==> config.mk <==
export PLATFORM = sky130hd
export DESIGN_NAME = cbg_bus_glue
export DESIGN_NICKNAME = d
export VERILOG_FILES = /design/src/cbg_pkg.sv /design/src/cbg_decode_if.sv /design/src/cbg_decode_rom.sv /design/src/cbg_bus_glue.sv
export SDC_FILE = /design/constraint.sdc
export NUM_CORES = 1
export LEC_CHECK = 0
export BUFFER_PORTS_ARGS = -buffer_cell sky130_fd_sc_hd__clkbuf_2
export CELL_PAD_IN_SITES_DETAIL_PLACEMENT = 2
export CELL_PAD_IN_SITES_GLOBAL_PLACEMENT = 2
export CORE_MARGIN = 2
export CORE_UTILIZATION = 10
export DETAILED_ROUTE_END_ITERATION = 10
export PLACE_DENSITY_LB_ADDON = 0.1
export SETUP_SLACK_MARGIN = 0.15
export SKIP_LAST_GASP = 1
export SLEW_MARGIN = 10
export SYNTH_ARGS = -nofsm -noshare
export SYNTH_HDL_FRONTEND = slang
export SYNTH_HIERARCHICAL = 1
export SYNTH_SLANG_ARGS = --single-unit
==> constraint.sdc <==
create_clock -name vclk -period 4.21
set_clock_uncertainty 0.2 [all_clocks]
set_input_delay 0.842 -clock vclk [all_inputs]
set_output_delay 0.842 -clock vclk [all_outputs]
set_load 0.005 [all_outputs]
==> src/cbg_pkg.sv <==
// shared constants for the board bus glue
package cbg_pkg;

  localparam int ADDR_W      = 15;
  localparam int DATA_W      = 8;
  localparam int SEL_W       = 5;
  localparam int ROM_DEPTH   = 32;
  localparam int CODE_W      = 8;
  localparam int SECTIONS    = 8;
  localparam int LOC_LSB     = 0;
  localparam int LOC_MSB     = 7;
  localparam int SEC_LSB     = 8;
  localparam int SEC_MSB     = 10;
  localparam int HIGH_LSB    = 11;
  localparam int HIGH_MSB    = 14;

  // lookup address bit positions
  localparam int A_RW        = 0;
  localparam int A_REQ       = 1;
  localparam int A_DC        = 2;
  localparam int A_ENE       = 3;
  localparam int A_MIO       = 4;

  // lookup output bit positions
  localparam int B_PORT_D_LOAD = 0;
  localparam int B_PORT_D_IN_N = 1;
  localparam int B_PORT_C_IN_N = 2;
  localparam int B_PORT_C_LOAD = 3;
  localparam int B_INT_ACK_N   = 4;
  localparam int B_RW_INV      = 5;
  localparam int B_EXT_DRIVE   = 6;
  localparam int B_EXT_RECV_N  = 7;

  // rw high = read, mio high = memory, ene high = extended, dc high = data
  function automatic logic [CODE_W-1:0] cbg_entry(input logic [SEL_W-1:0] a);
    logic [CODE_W-1:0] c;
    logic nx_io;
    c = 8'h00;
    nx_io = a[A_REQ] & ~a[A_MIO] & ~a[A_ENE];
    c[B_PORT_D_LOAD] = nx_io & a[A_DC] & ~a[A_RW];
    c[B_PORT_D_IN_N] = ~(nx_io & a[A_DC] & a[A_RW]);
    c[B_PORT_C_IN_N] = ~(nx_io & ~a[A_DC] & a[A_RW]);
    c[B_PORT_C_LOAD] = nx_io & ~a[A_DC] & ~a[A_RW];
    c[B_INT_ACK_N]   = ~(a[A_REQ] & (a[A_MIO] | ~a[A_ENE]));
    c[B_RW_INV]      = ~a[A_RW];
    c[B_EXT_DRIVE]   = a[A_REQ] & ~a[A_RW];
    c[B_EXT_RECV_N]  = ~(a[A_REQ] & a[A_RW]);
    return c;
  endfunction

endpackage

==> src/cbg_decode_if.sv <==
// primary control lines in, secondary strobes out
`timescale 1ns/1ps
interface cbg_decode_if;
  logic [cbg_pkg::SEL_W-1:0]  sel;
  logic [cbg_pkg::CODE_W-1:0] code;
  modport user   (output sel, input code);
  modport lookup (input sel, output code);
endinterface

==> src/cbg_decode_rom.sv <==
// 32 by 8 secondary control lookup
`timescale 1ns/1ps
module cbg_decode_rom (
  cbg_decode_if.lookup dec
);

  logic [cbg_pkg::CODE_W-1:0] rom [cbg_pkg::ROM_DEPTH];

  for (genvar gi = 0; gi < cbg_pkg::ROM_DEPTH; gi++) begin : g_entry
    assign rom[gi] = cbg_pkg::cbg_entry(cbg_pkg::SEL_W'(gi));
  end

  assign dec.code = rom[dec.sel];

endmodule // cbg_decode_rom

==> src/cbg_bus_glue.sv <==
// processor, memory and expansion bus glue
`timescale 1ns/1ps

// Behaviour
// - processor bus tri-state enables always asserted
// - external driver enable on requested writes
// - external receiver enable low on requested reads
// - no request: external transceivers both off
// - external data bus is inverted
// - memory transceivers enabled by select and direction
// - memory side inverts back, no complement
// - address buffers drive only during request
// - request and run/wait always driven
// - dma low floats four control outputs
// - pause when dma or pause low
// - reset from switch or external reset
// - acknowledge is AND of both sources
// - internal acknowledge except extended I/O
// - secondary lines from 32x8 lookup
// - eight 256-byte sections, low byte offset
// - memory select from request, memory, high zeros
// - memory select gates memory transceivers
// - port latch load strobes on writes
// - port input enables low on reads
module cbg_bus_glue (
  input  wire logic                        clk,
  input  wire logic                        rst,
  // processor side
  input  wire logic [cbg_pkg::ADDR_W-1:0]  cpu_addr,
  input  wire logic [cbg_pkg::DATA_W-1:0]  cpu_data_out,
  output logic      [cbg_pkg::DATA_W-1:0]  cpu_data_in,
  input  wire logic                        operation_request,
  input  wire logic                        cpu_run_wait,
  input  wire logic                        cpu_read_write,
  input  wire logic                        cpu_memory_io,
  input  wire logic                        extended_or_nonextended,
  input  wire logic                        cpu_data_control,
  input  wire logic                        cpu_interrupt_acknowledge,
  input  wire logic                        cpu_write_pulse,
  output logic                             address_output_enable,
  output logic                             databus_output_enable,
  output logic                             cpu_pause_n,
  output logic                             cpu_reset,
  output logic                             cpu_interrupt_request,
  output logic                             cpu_operation_acknowledge_n,
  // board pins
  input  wire logic                        dma_n,
  input  wire logic                        pause_n,
  input  wire logic                        ext_reset_n,
  input  wire logic                        reset_switch,
  input  wire logic                        interrupt_request,
  input  wire logic                        ext_operation_acknowledge_n,
  input  wire logic                        external_operation_request,
  // buffered address bus
  output logic      [cbg_pkg::ADDR_W-1:0]  bus_addr_o,
  output logic                             bus_addr_oe,
  input  wire logic [cbg_pkg::ADDR_W-1:0]  bus_addr_i,
  // buffered control lines
  output logic                             bus_operation_request,
  output logic                             bus_run_wait,
  output logic                             bus_interrupt_acknowledge_o,
  output logic                             bus_write_pulse_o,
  output logic                             bus_read_write_o,
  output logic                             bus_memory_io_o,
  output logic                             bus_ctrl_oe,
  input  wire logic                        bus_read_write_i,
  input  wire logic                        bus_memory_io_i,
  // external data lines, active low
  output logic      [cbg_pkg::DATA_W-1:0]  external_data_lines_o,
  output logic                             external_data_lines_oe,
  input  wire logic [cbg_pkg::DATA_W-1:0]  external_data_lines_i,
  // transceiver enables
  output logic                             ext_bus_drive_enable,
  output logic                             ext_bus_receive_enable_n,
  output logic                             mem_bus_drive_enable,
  output logic                             mem_bus_receive_enable_n,
  // on-board memory
  output logic                             onboard_memory_select,
  output logic      [cbg_pkg::SECTIONS-1:0] section_select_n,
  output logic      [cbg_pkg::LOC_MSB:0]   mem_location,
  input  wire logic [cbg_pkg::DATA_W-1:0]  mem_read_data,
  output logic      [cbg_pkg::DATA_W-1:0]  mem_write_data,
  // parallel ports
  output logic                             port_d_latch_load,
  output logic                             port_c_latch_load,
  output logic                             port_d_input_enable_n,
  output logic                             port_c_input_enable_n,
  output logic                             internal_acknowledge_n
);

  // outputs stay combinational: a registered stage would stretch every
  // processor bus cycle by a clock, which the processor cannot see

  cbg_decode_if dec ();

  logic [cbg_pkg::CODE_W-1:0] code;
  logic                       high_zero;
  logic                       any_request;
  logic                       mem_hit;
  logic                       ext_drive;
  logic                       ext_recv_n;
  logic                       mem_drive;
  logic                       mem_recv_n;
  logic [2:0]                 section;
  logic [cbg_pkg::DATA_W-1:0] bus_level;

  // primary lines form the lookup address
  assign dec.sel[cbg_pkg::A_RW]    = cpu_read_write;
  assign dec.sel[cbg_pkg::A_REQ]   = operation_request;
  assign dec.sel[cbg_pkg::A_DC]    = cpu_data_control;
  assign dec.sel[cbg_pkg::A_ENE]   = extended_or_nonextended;
  assign dec.sel[cbg_pkg::A_MIO]   = cpu_memory_io;
  assign code = dec.code;

  cbg_decode_rom u_rom (
    .dec (dec)
  );

  assign address_output_enable = 1'b0;
  assign databus_output_enable = 1'b0;

  assign ext_drive  = code[cbg_pkg::B_EXT_DRIVE];
  assign ext_recv_n = code[cbg_pkg::B_EXT_RECV_N];
  assign ext_bus_drive_enable     = ext_drive;
  assign ext_bus_receive_enable_n = ext_recv_n;

  // request from processor or dma master
  assign any_request = operation_request | external_operation_request;
  assign high_zero   = ~|bus_addr_i[cbg_pkg::HIGH_MSB:cbg_pkg::HIGH_LSB];
  assign mem_hit     = any_request & bus_memory_io_i & high_zero;
  assign onboard_memory_select = mem_hit;

  assign mem_drive  = mem_hit & bus_read_write_i;
  assign mem_recv_n = ~(mem_hit & ~bus_read_write_i);
  assign mem_bus_drive_enable     = mem_drive;
  assign mem_bus_receive_enable_n = mem_recv_n;

  assign section      = bus_addr_i[cbg_pkg::SEC_MSB:cbg_pkg::SEC_LSB];
  assign mem_location = bus_addr_i[cbg_pkg::LOC_MSB:cbg_pkg::LOC_LSB];
  for (genvar gs = 0; gs < cbg_pkg::SECTIONS; gs++) begin : g_section
    assign section_select_n[gs] = ~(mem_hit & (section == 3'(gs)));
  end

  // memory data inverted onto the bus
  assign external_data_lines_o  = ext_drive ? ~cpu_data_out : ~mem_read_data;
  assign external_data_lines_oe = ext_drive | mem_drive;
  assign bus_level = external_data_lines_i;

  assign cpu_data_in    = ext_recv_n ? 8'h00 : ~bus_level;
  assign mem_write_data = mem_recv_n ? 8'h00 : ~bus_level;

  assign bus_addr_o  = cpu_addr;
  assign bus_addr_oe = operation_request;

  assign bus_operation_request = operation_request;
  assign bus_run_wait          = cpu_run_wait;

  assign bus_ctrl_oe                 = dma_n;
  assign bus_interrupt_acknowledge_o = cpu_interrupt_acknowledge;
  assign bus_write_pulse_o           = cpu_write_pulse;
  assign bus_read_write_o            = cpu_read_write;
  assign bus_memory_io_o             = cpu_memory_io;

  assign cpu_pause_n = dma_n & pause_n;

  assign cpu_reset             = reset_switch | ~ext_reset_n;
  assign cpu_interrupt_request = interrupt_request;

  assign internal_acknowledge_n = code[cbg_pkg::B_INT_ACK_N];

  // extended I/O waits for the device
  assign cpu_operation_acknowledge_n = ext_operation_acknowledge_n
                                     & internal_acknowledge_n;

  assign port_d_latch_load = code[cbg_pkg::B_PORT_D_LOAD];
  assign port_c_latch_load = code[cbg_pkg::B_PORT_C_LOAD];
  assign port_d_input_enable_n = code[cbg_pkg::B_PORT_D_IN_N];
  assign port_c_input_enable_n = code[cbg_pkg::B_PORT_C_IN_N];
endmodule // cbg_bus_glue

==> results.sh, run 1 <==
export IMPL_syn_area_sq_um=693
export IMPL_crit_family="simple AND/OR/NAND/NOR gates"
export IMPL_first_iter_violations=9
export IMPL_drt_met1_wl_um=1260
export IMPL_grt_max_degree=13
export IMPL_detail_route_wl_per_cell_um=13.9
export IMPL_yosys_warnings=6
export IMPL_layout_setup_ws_ns=1.14
export IMPL_rows=30
export IMPL_whs_ns=1.48
export IMPL_post_cts_buffers=0
export IMPL_slowest_delay_ns=0.61
export IMPL_cp_start_kind="input pin"
export IMPL_cp_num_buf_inv=2
export IMPL_grt_pass1_wl_um=4820
export IMPL_syn_avg_cell_area_sq_um=6.67
export IMPL_critPathMaxFanout=9
export IMPL_overflow=0
export IMPL_worst_path_most_repeated_cell="clkbuf_2"
export IMPL_synthCells=104
export IMPL_slew_headroom_pct=50.8
export IMPL_nClkBuffers=0
export IMPL_drt_first_pass_iters=3
export IMPL_leakage_nw=0.522
export IMPL_core_area_sq_um=6760
export IMPL_finalCritPeriodShare_pct=72.9
export IMPL_finalCriticalPeriod_ns=3.07
export IMPL_die_y_um=87.3
export IMPL_die_w_um=87.3
export IMPL_post_cts_resize_count=0
export IMPL_post_place_ws_ns=1.13
export IMPL_ir_drop_mv=0.0128
export IMPL_first_global_vias=908
export IMPL_worst_slew_pin_slew_ns=0.735
export IMPL_hold_path_class="input pin to output pin"
export IMPL_slew_viol_final=0
export IMPL_routed_wl_um=3330
export IMPL_n_antenna_cell=0
export IMPL_syn2layout_area_growth_pct=41.9
export IMPL_endpoint_kind="output pin"
export IMPL_crit_arrival_ns=2.03
export IMPL_finalPower_mw=0.0721
export IMPL_start_util_pct=10.3
export IMPL_final_nets=234
export IMPL_dp_hpwl_um=3010
export IMPL_rsz0062_at_grt="false"
export IMPL_via_count=926
export IMPL_utilization_pct=14.6
export IMPL_crit_slowest_cell="or4_4"
export IMPL_ant_nets=0
export IMPL_ff_latch_area_sq_um=0
export IMPL_wl_met2_um=1870
export IMPL_tns_ns=0
export IMPL_met3WireLength_um=199
export IMPL_drcViolationCount=0
export IMPL_ios=153
export IMPL_critical_path_cell_chain="clkbuf_2 > or4_4 > or3_1 > clkbuf_2"
export IMPL_p_per_area_nw_per_um2=73.4
export IMPL_cts_hold_buffers=0
export IMPL_dieArea_sq_um=7610
export IMPL_setup_violations=0
export IMPL_vias_per_cell=3.87
export IMPL_hold_viol=0
export IMPL_nFlopsAndLatches=0
export IMPL_path_class="input pin to output pin"
export IMPL_status="finished, final reports clean"
export IMPL_required_ns=3.17
export IMPL_place_congestion=0.682
export IMPL_highest_signal_layer="met3"
export IMPL_drive_gt1_share_pct=62.3
export IMPL_grt_antenna_before_repair=0
export IMPL_port_buffers=95
export IMPL_grt_use_total_pct=7.77
export IMPL_cap_violations=0
export IMPL_fmaxAchievable_mhz=326
[metal layers]
metal	up-vias	GRT usage [%]
met2	44	15.8
li1	440	-
met5	-	0
met1	442	9.09
met3	0	0.569
met4	0	0.280
[cell type report]
class | instances | area, sq um
timing repair buffer | 95 | 475
fill | 836 | 5770
multi-input combinational | 62 | 400
tap | 80 | 100
inverter | 2 | 7.51
[where the power goes]
part / total [mW] / switching [mW] / internal [mW] / leakage (nW)
logic: 0.0721 / 0.0374 / 0.0347 / 0.522
registers: 0 / 0 / 0 / 0
clock network: 0 / 0 / 0 / 0
[through the flow]
stage	area, sq um	instances
global placement	983	239
finish	983	239
CTS	983	239
global route	983	239
floorplan	697	105
detailed placement	983	239
[cells in the final DEF (no fill, tap or decap), types with 2 or more instances in the layout]
cell,count
clkbuf_2,95
nor2_1,11
nor4_1,9
nand4_1,9
mux2i_1,8
nor2b_1,3
and2_1,3
nand2b_1,2
or3_1,2
nor3_1,2
inv_1,2
conb_1,2
[path summary, 6_finish.rpt]
kind	from	slack (ns)	cells after the start	end
setup / recovery	bus_addr_i[12]	1.14	4	mem_bus_receive_enable_n
hold / removal	cpu_addr[11]	1.48	0	bus_addr_o[11]
(Power assumes the default switching activity.)
==> inputs of run 2 (changes only) <==
clock period = 2.6 ns   (was 4.21 ns; I/O delays follow)
==> run 2 against run 1 <==
Net effect:
- count of clock-buffer cells in the layout is the same
- sequential share of layout area did not move
- via count increased by 1.8%
- global-route usage increased by 0.18 points
- first-iteration DRC count grew 22%
- cell area up 1.8%
- total power increased by 65%
- critical path type unchanged
- largest cell class unchanged
- highest routed layer is now met4
==> results.sh, run 2 (synthesis gave the netlist of run 1 again) <==
export IMPL_required_ns=1.88
export IMPL_slowest_delay_ns=0.59
export IMPL_tns_ns=0
export IMPL_n_antenna_cell=0
export IMPL_grt_antenna_before_repair=0
export IMPL_endpoint_kind="output pin"
export IMPL_die_w_um=87.3
export IMPL_routed_wl_um=3410
export IMPL_switching_share_pct=51.7
export IMPL_path_class="input pin to output pin"
export IMPL_p_per_area_nw_per_um2=119
export IMPL_critPathMaxFanout=9
export IMPL_pwr_share_clk_pct=0
export IMPL_nClkBuffers=0
export IMPL_layout_setup_ws_ns=0.198
export IMPL_rows=30
export IMPL_finalCritPeriodShare_pct=92.4
export IMPL_post_cts_resize_count=0
export IMPL_die_y_um=87.3
export IMPL_post_place_ws_ns=0.161
export IMPL_final_area_sq_um=1000
export IMPL_crit_family="simple AND/OR/NAND/NOR gates"
export IMPL_grt_use_total_pct=7.94
export IMPL_hold_path_class="input pin to output pin"
export IMPL_leakage_nw=0.533
export IMPL_rsz0062_at_grt="true"
export IMPL_cp_start_kind="input pin"
export IMPL_cts_hold_buffers=0
export IMPL_combPwrFrac_pct=100.0
export IMPL_ff_latch_area_sq_um=0
export IMPL_grt_max_degree=13
export IMPL_worstSetupEndpoint="mem_bus_receive_enable_n"
export IMPL_setup_violations=0
export IMPL_hold_viol=0
export IMPL_final_common_cell="clkbuf_2"
export IMPL_multi_input_area_sq_um=403
export IMPL_slew_viol_final=0
export IMPL_dp_hpwl_um=3050
export IMPL_critical_path_cell_chain="clkbuf_2 > or4_4 > or3_1 > clkbuf_2"
export IMPL_path_depth=4
export IMPL_overflow=0
export IMPL_p_int_mw=0.0574
export IMPL_final_nets=236
export IMPL_p_sw_mw=0.0615
export IMPL_via_count=943
export IMPL_port_buffers=95
export IMPL_worst_slew_pin_slew_ns=0.497
export IMPL_vias_per_cell=3.91
export IMPL_post_cts_buffers=0
export IMPL_ir_drop_mv=0.0211
export IMPL_worst_path_most_repeated_cell="clkbuf_2"
export IMPL_syn2layout_area_growth_pct=44.4
export IMPL_detail_route_wl_per_cell_um=14.1
export IMPL_cap_violations=0
export IMPL_first_global_vias=896
export IMPL_ant_nets=0
export IMPL_place_congestion=0.674
export IMPL_slew_headroom_pct=66.8
export IMPL_status="finished, final reports clean"
export IMPL_dieArea_sq_um=7610
export IMPL_drt_first_pass_iters=3
export IMPL_core_area_sq_um=6760
export IMPL_grt_pass1_wl_um=4970
export IMPL_drcViolationCount=0
export IMPL_drive_gt1_share_pct=63.4
export IMPL_crit_slowest_cell="or4_4"
export IMPL_first_iter_violations=11
export IMPL_final_cell_mix="clkbuf_2 (95), nor2_1 (10), nor4_1 (9), nand4_1 (9), mux2i_1 (8)"
export IMPL_crit_arrival_ns=1.68
export IMPL_placed_area_sq_um=998
export IMPL_fmaxAchievable_mhz=416
export IMPL_pwr_share_seq_pct=0
export IMPL_finalCriticalPeriod_ns=2.40
export IMPL_ios=153
export IMPL_start_util_pct=10.3
export IMPL_n_fill_cell=843
export IMPL_nFlopsAndLatches=0
export IMPL_cp_num_buf_inv=2
export IMPL_crit_start="bus_addr_i[11]"
## run 2: cell count changes in the layout (fill, tap and decap cells not counted)
cell    change
nor2_2      +1
nor2_1      -1
buf_4       +2
## run 2: how the worst min path moves through the flow
stage                      to  depth (start not counted)  slack (ns)                      from
3_3_place_gp    bus_addr_o[2]                          0        0.84               cpu_addr[2]
6_report       bus_addr_o[11]                          0        0.84              cpu_addr[11]
4_1_cts         bus_addr_o[2]                          0        0.84               cpu_addr[2]
5_1_grt          bus_run_wait                          0        0.84              cpu_run_wait
3_5_place_dp    bus_addr_o[2]                          0        0.84               cpu_addr[2]
2_1_floorplan  cpu_data_in[0]                          1        0.87  external_data_lines_i[0]
## run 2: per-stage QoR
stage	power [mW]	hold slack (ns)	utilization [%]	instances
floorplan	0.0856	0.867	-	105
CTS	0.122	0.840	14.8	241
global route	0.133	0.840	14.8	241
global placement	0.118	0.840	14.8	241
finish	0.119	0.840	14.8	241
detailed placement	0.121	0.840	14.8	241
## run 2: cell type report
type	instances	share of cell area, %
inverters	2	0.750
repair buffers	97	49.0
multi-input cells	62	40.2
well taps	80	10.0
## run 2: routing by layer
metal / vias to the layer above / routed length, um / global-route usage (%) / part of all wire, %
li1: 444 / - / - / -
met1: 449 / 1310 / 9.20 / 38
met2: 48 / 1880 / 16.0 / 55
met3: 2 / 206 / 0.664 / 6.0
met4: 0 / 21 / 0.839 / 0.62
met5: - / 0 / 0 / 0
## run 2: power by group through the flow
stage | clock [mW] | sequential [mW] | combinational, mW
2_1_floorplan | 0 | 0 | 0.0856
3_3_place_gp | 0 | 0 | 0.118
3_5_place_dp | 0 | 0 | 0.121
4_1_cts | 0 | 0 | 0.122
5_1_grt | 0 | 0 | 0.133
6_report | 0 | 0 | 0.119
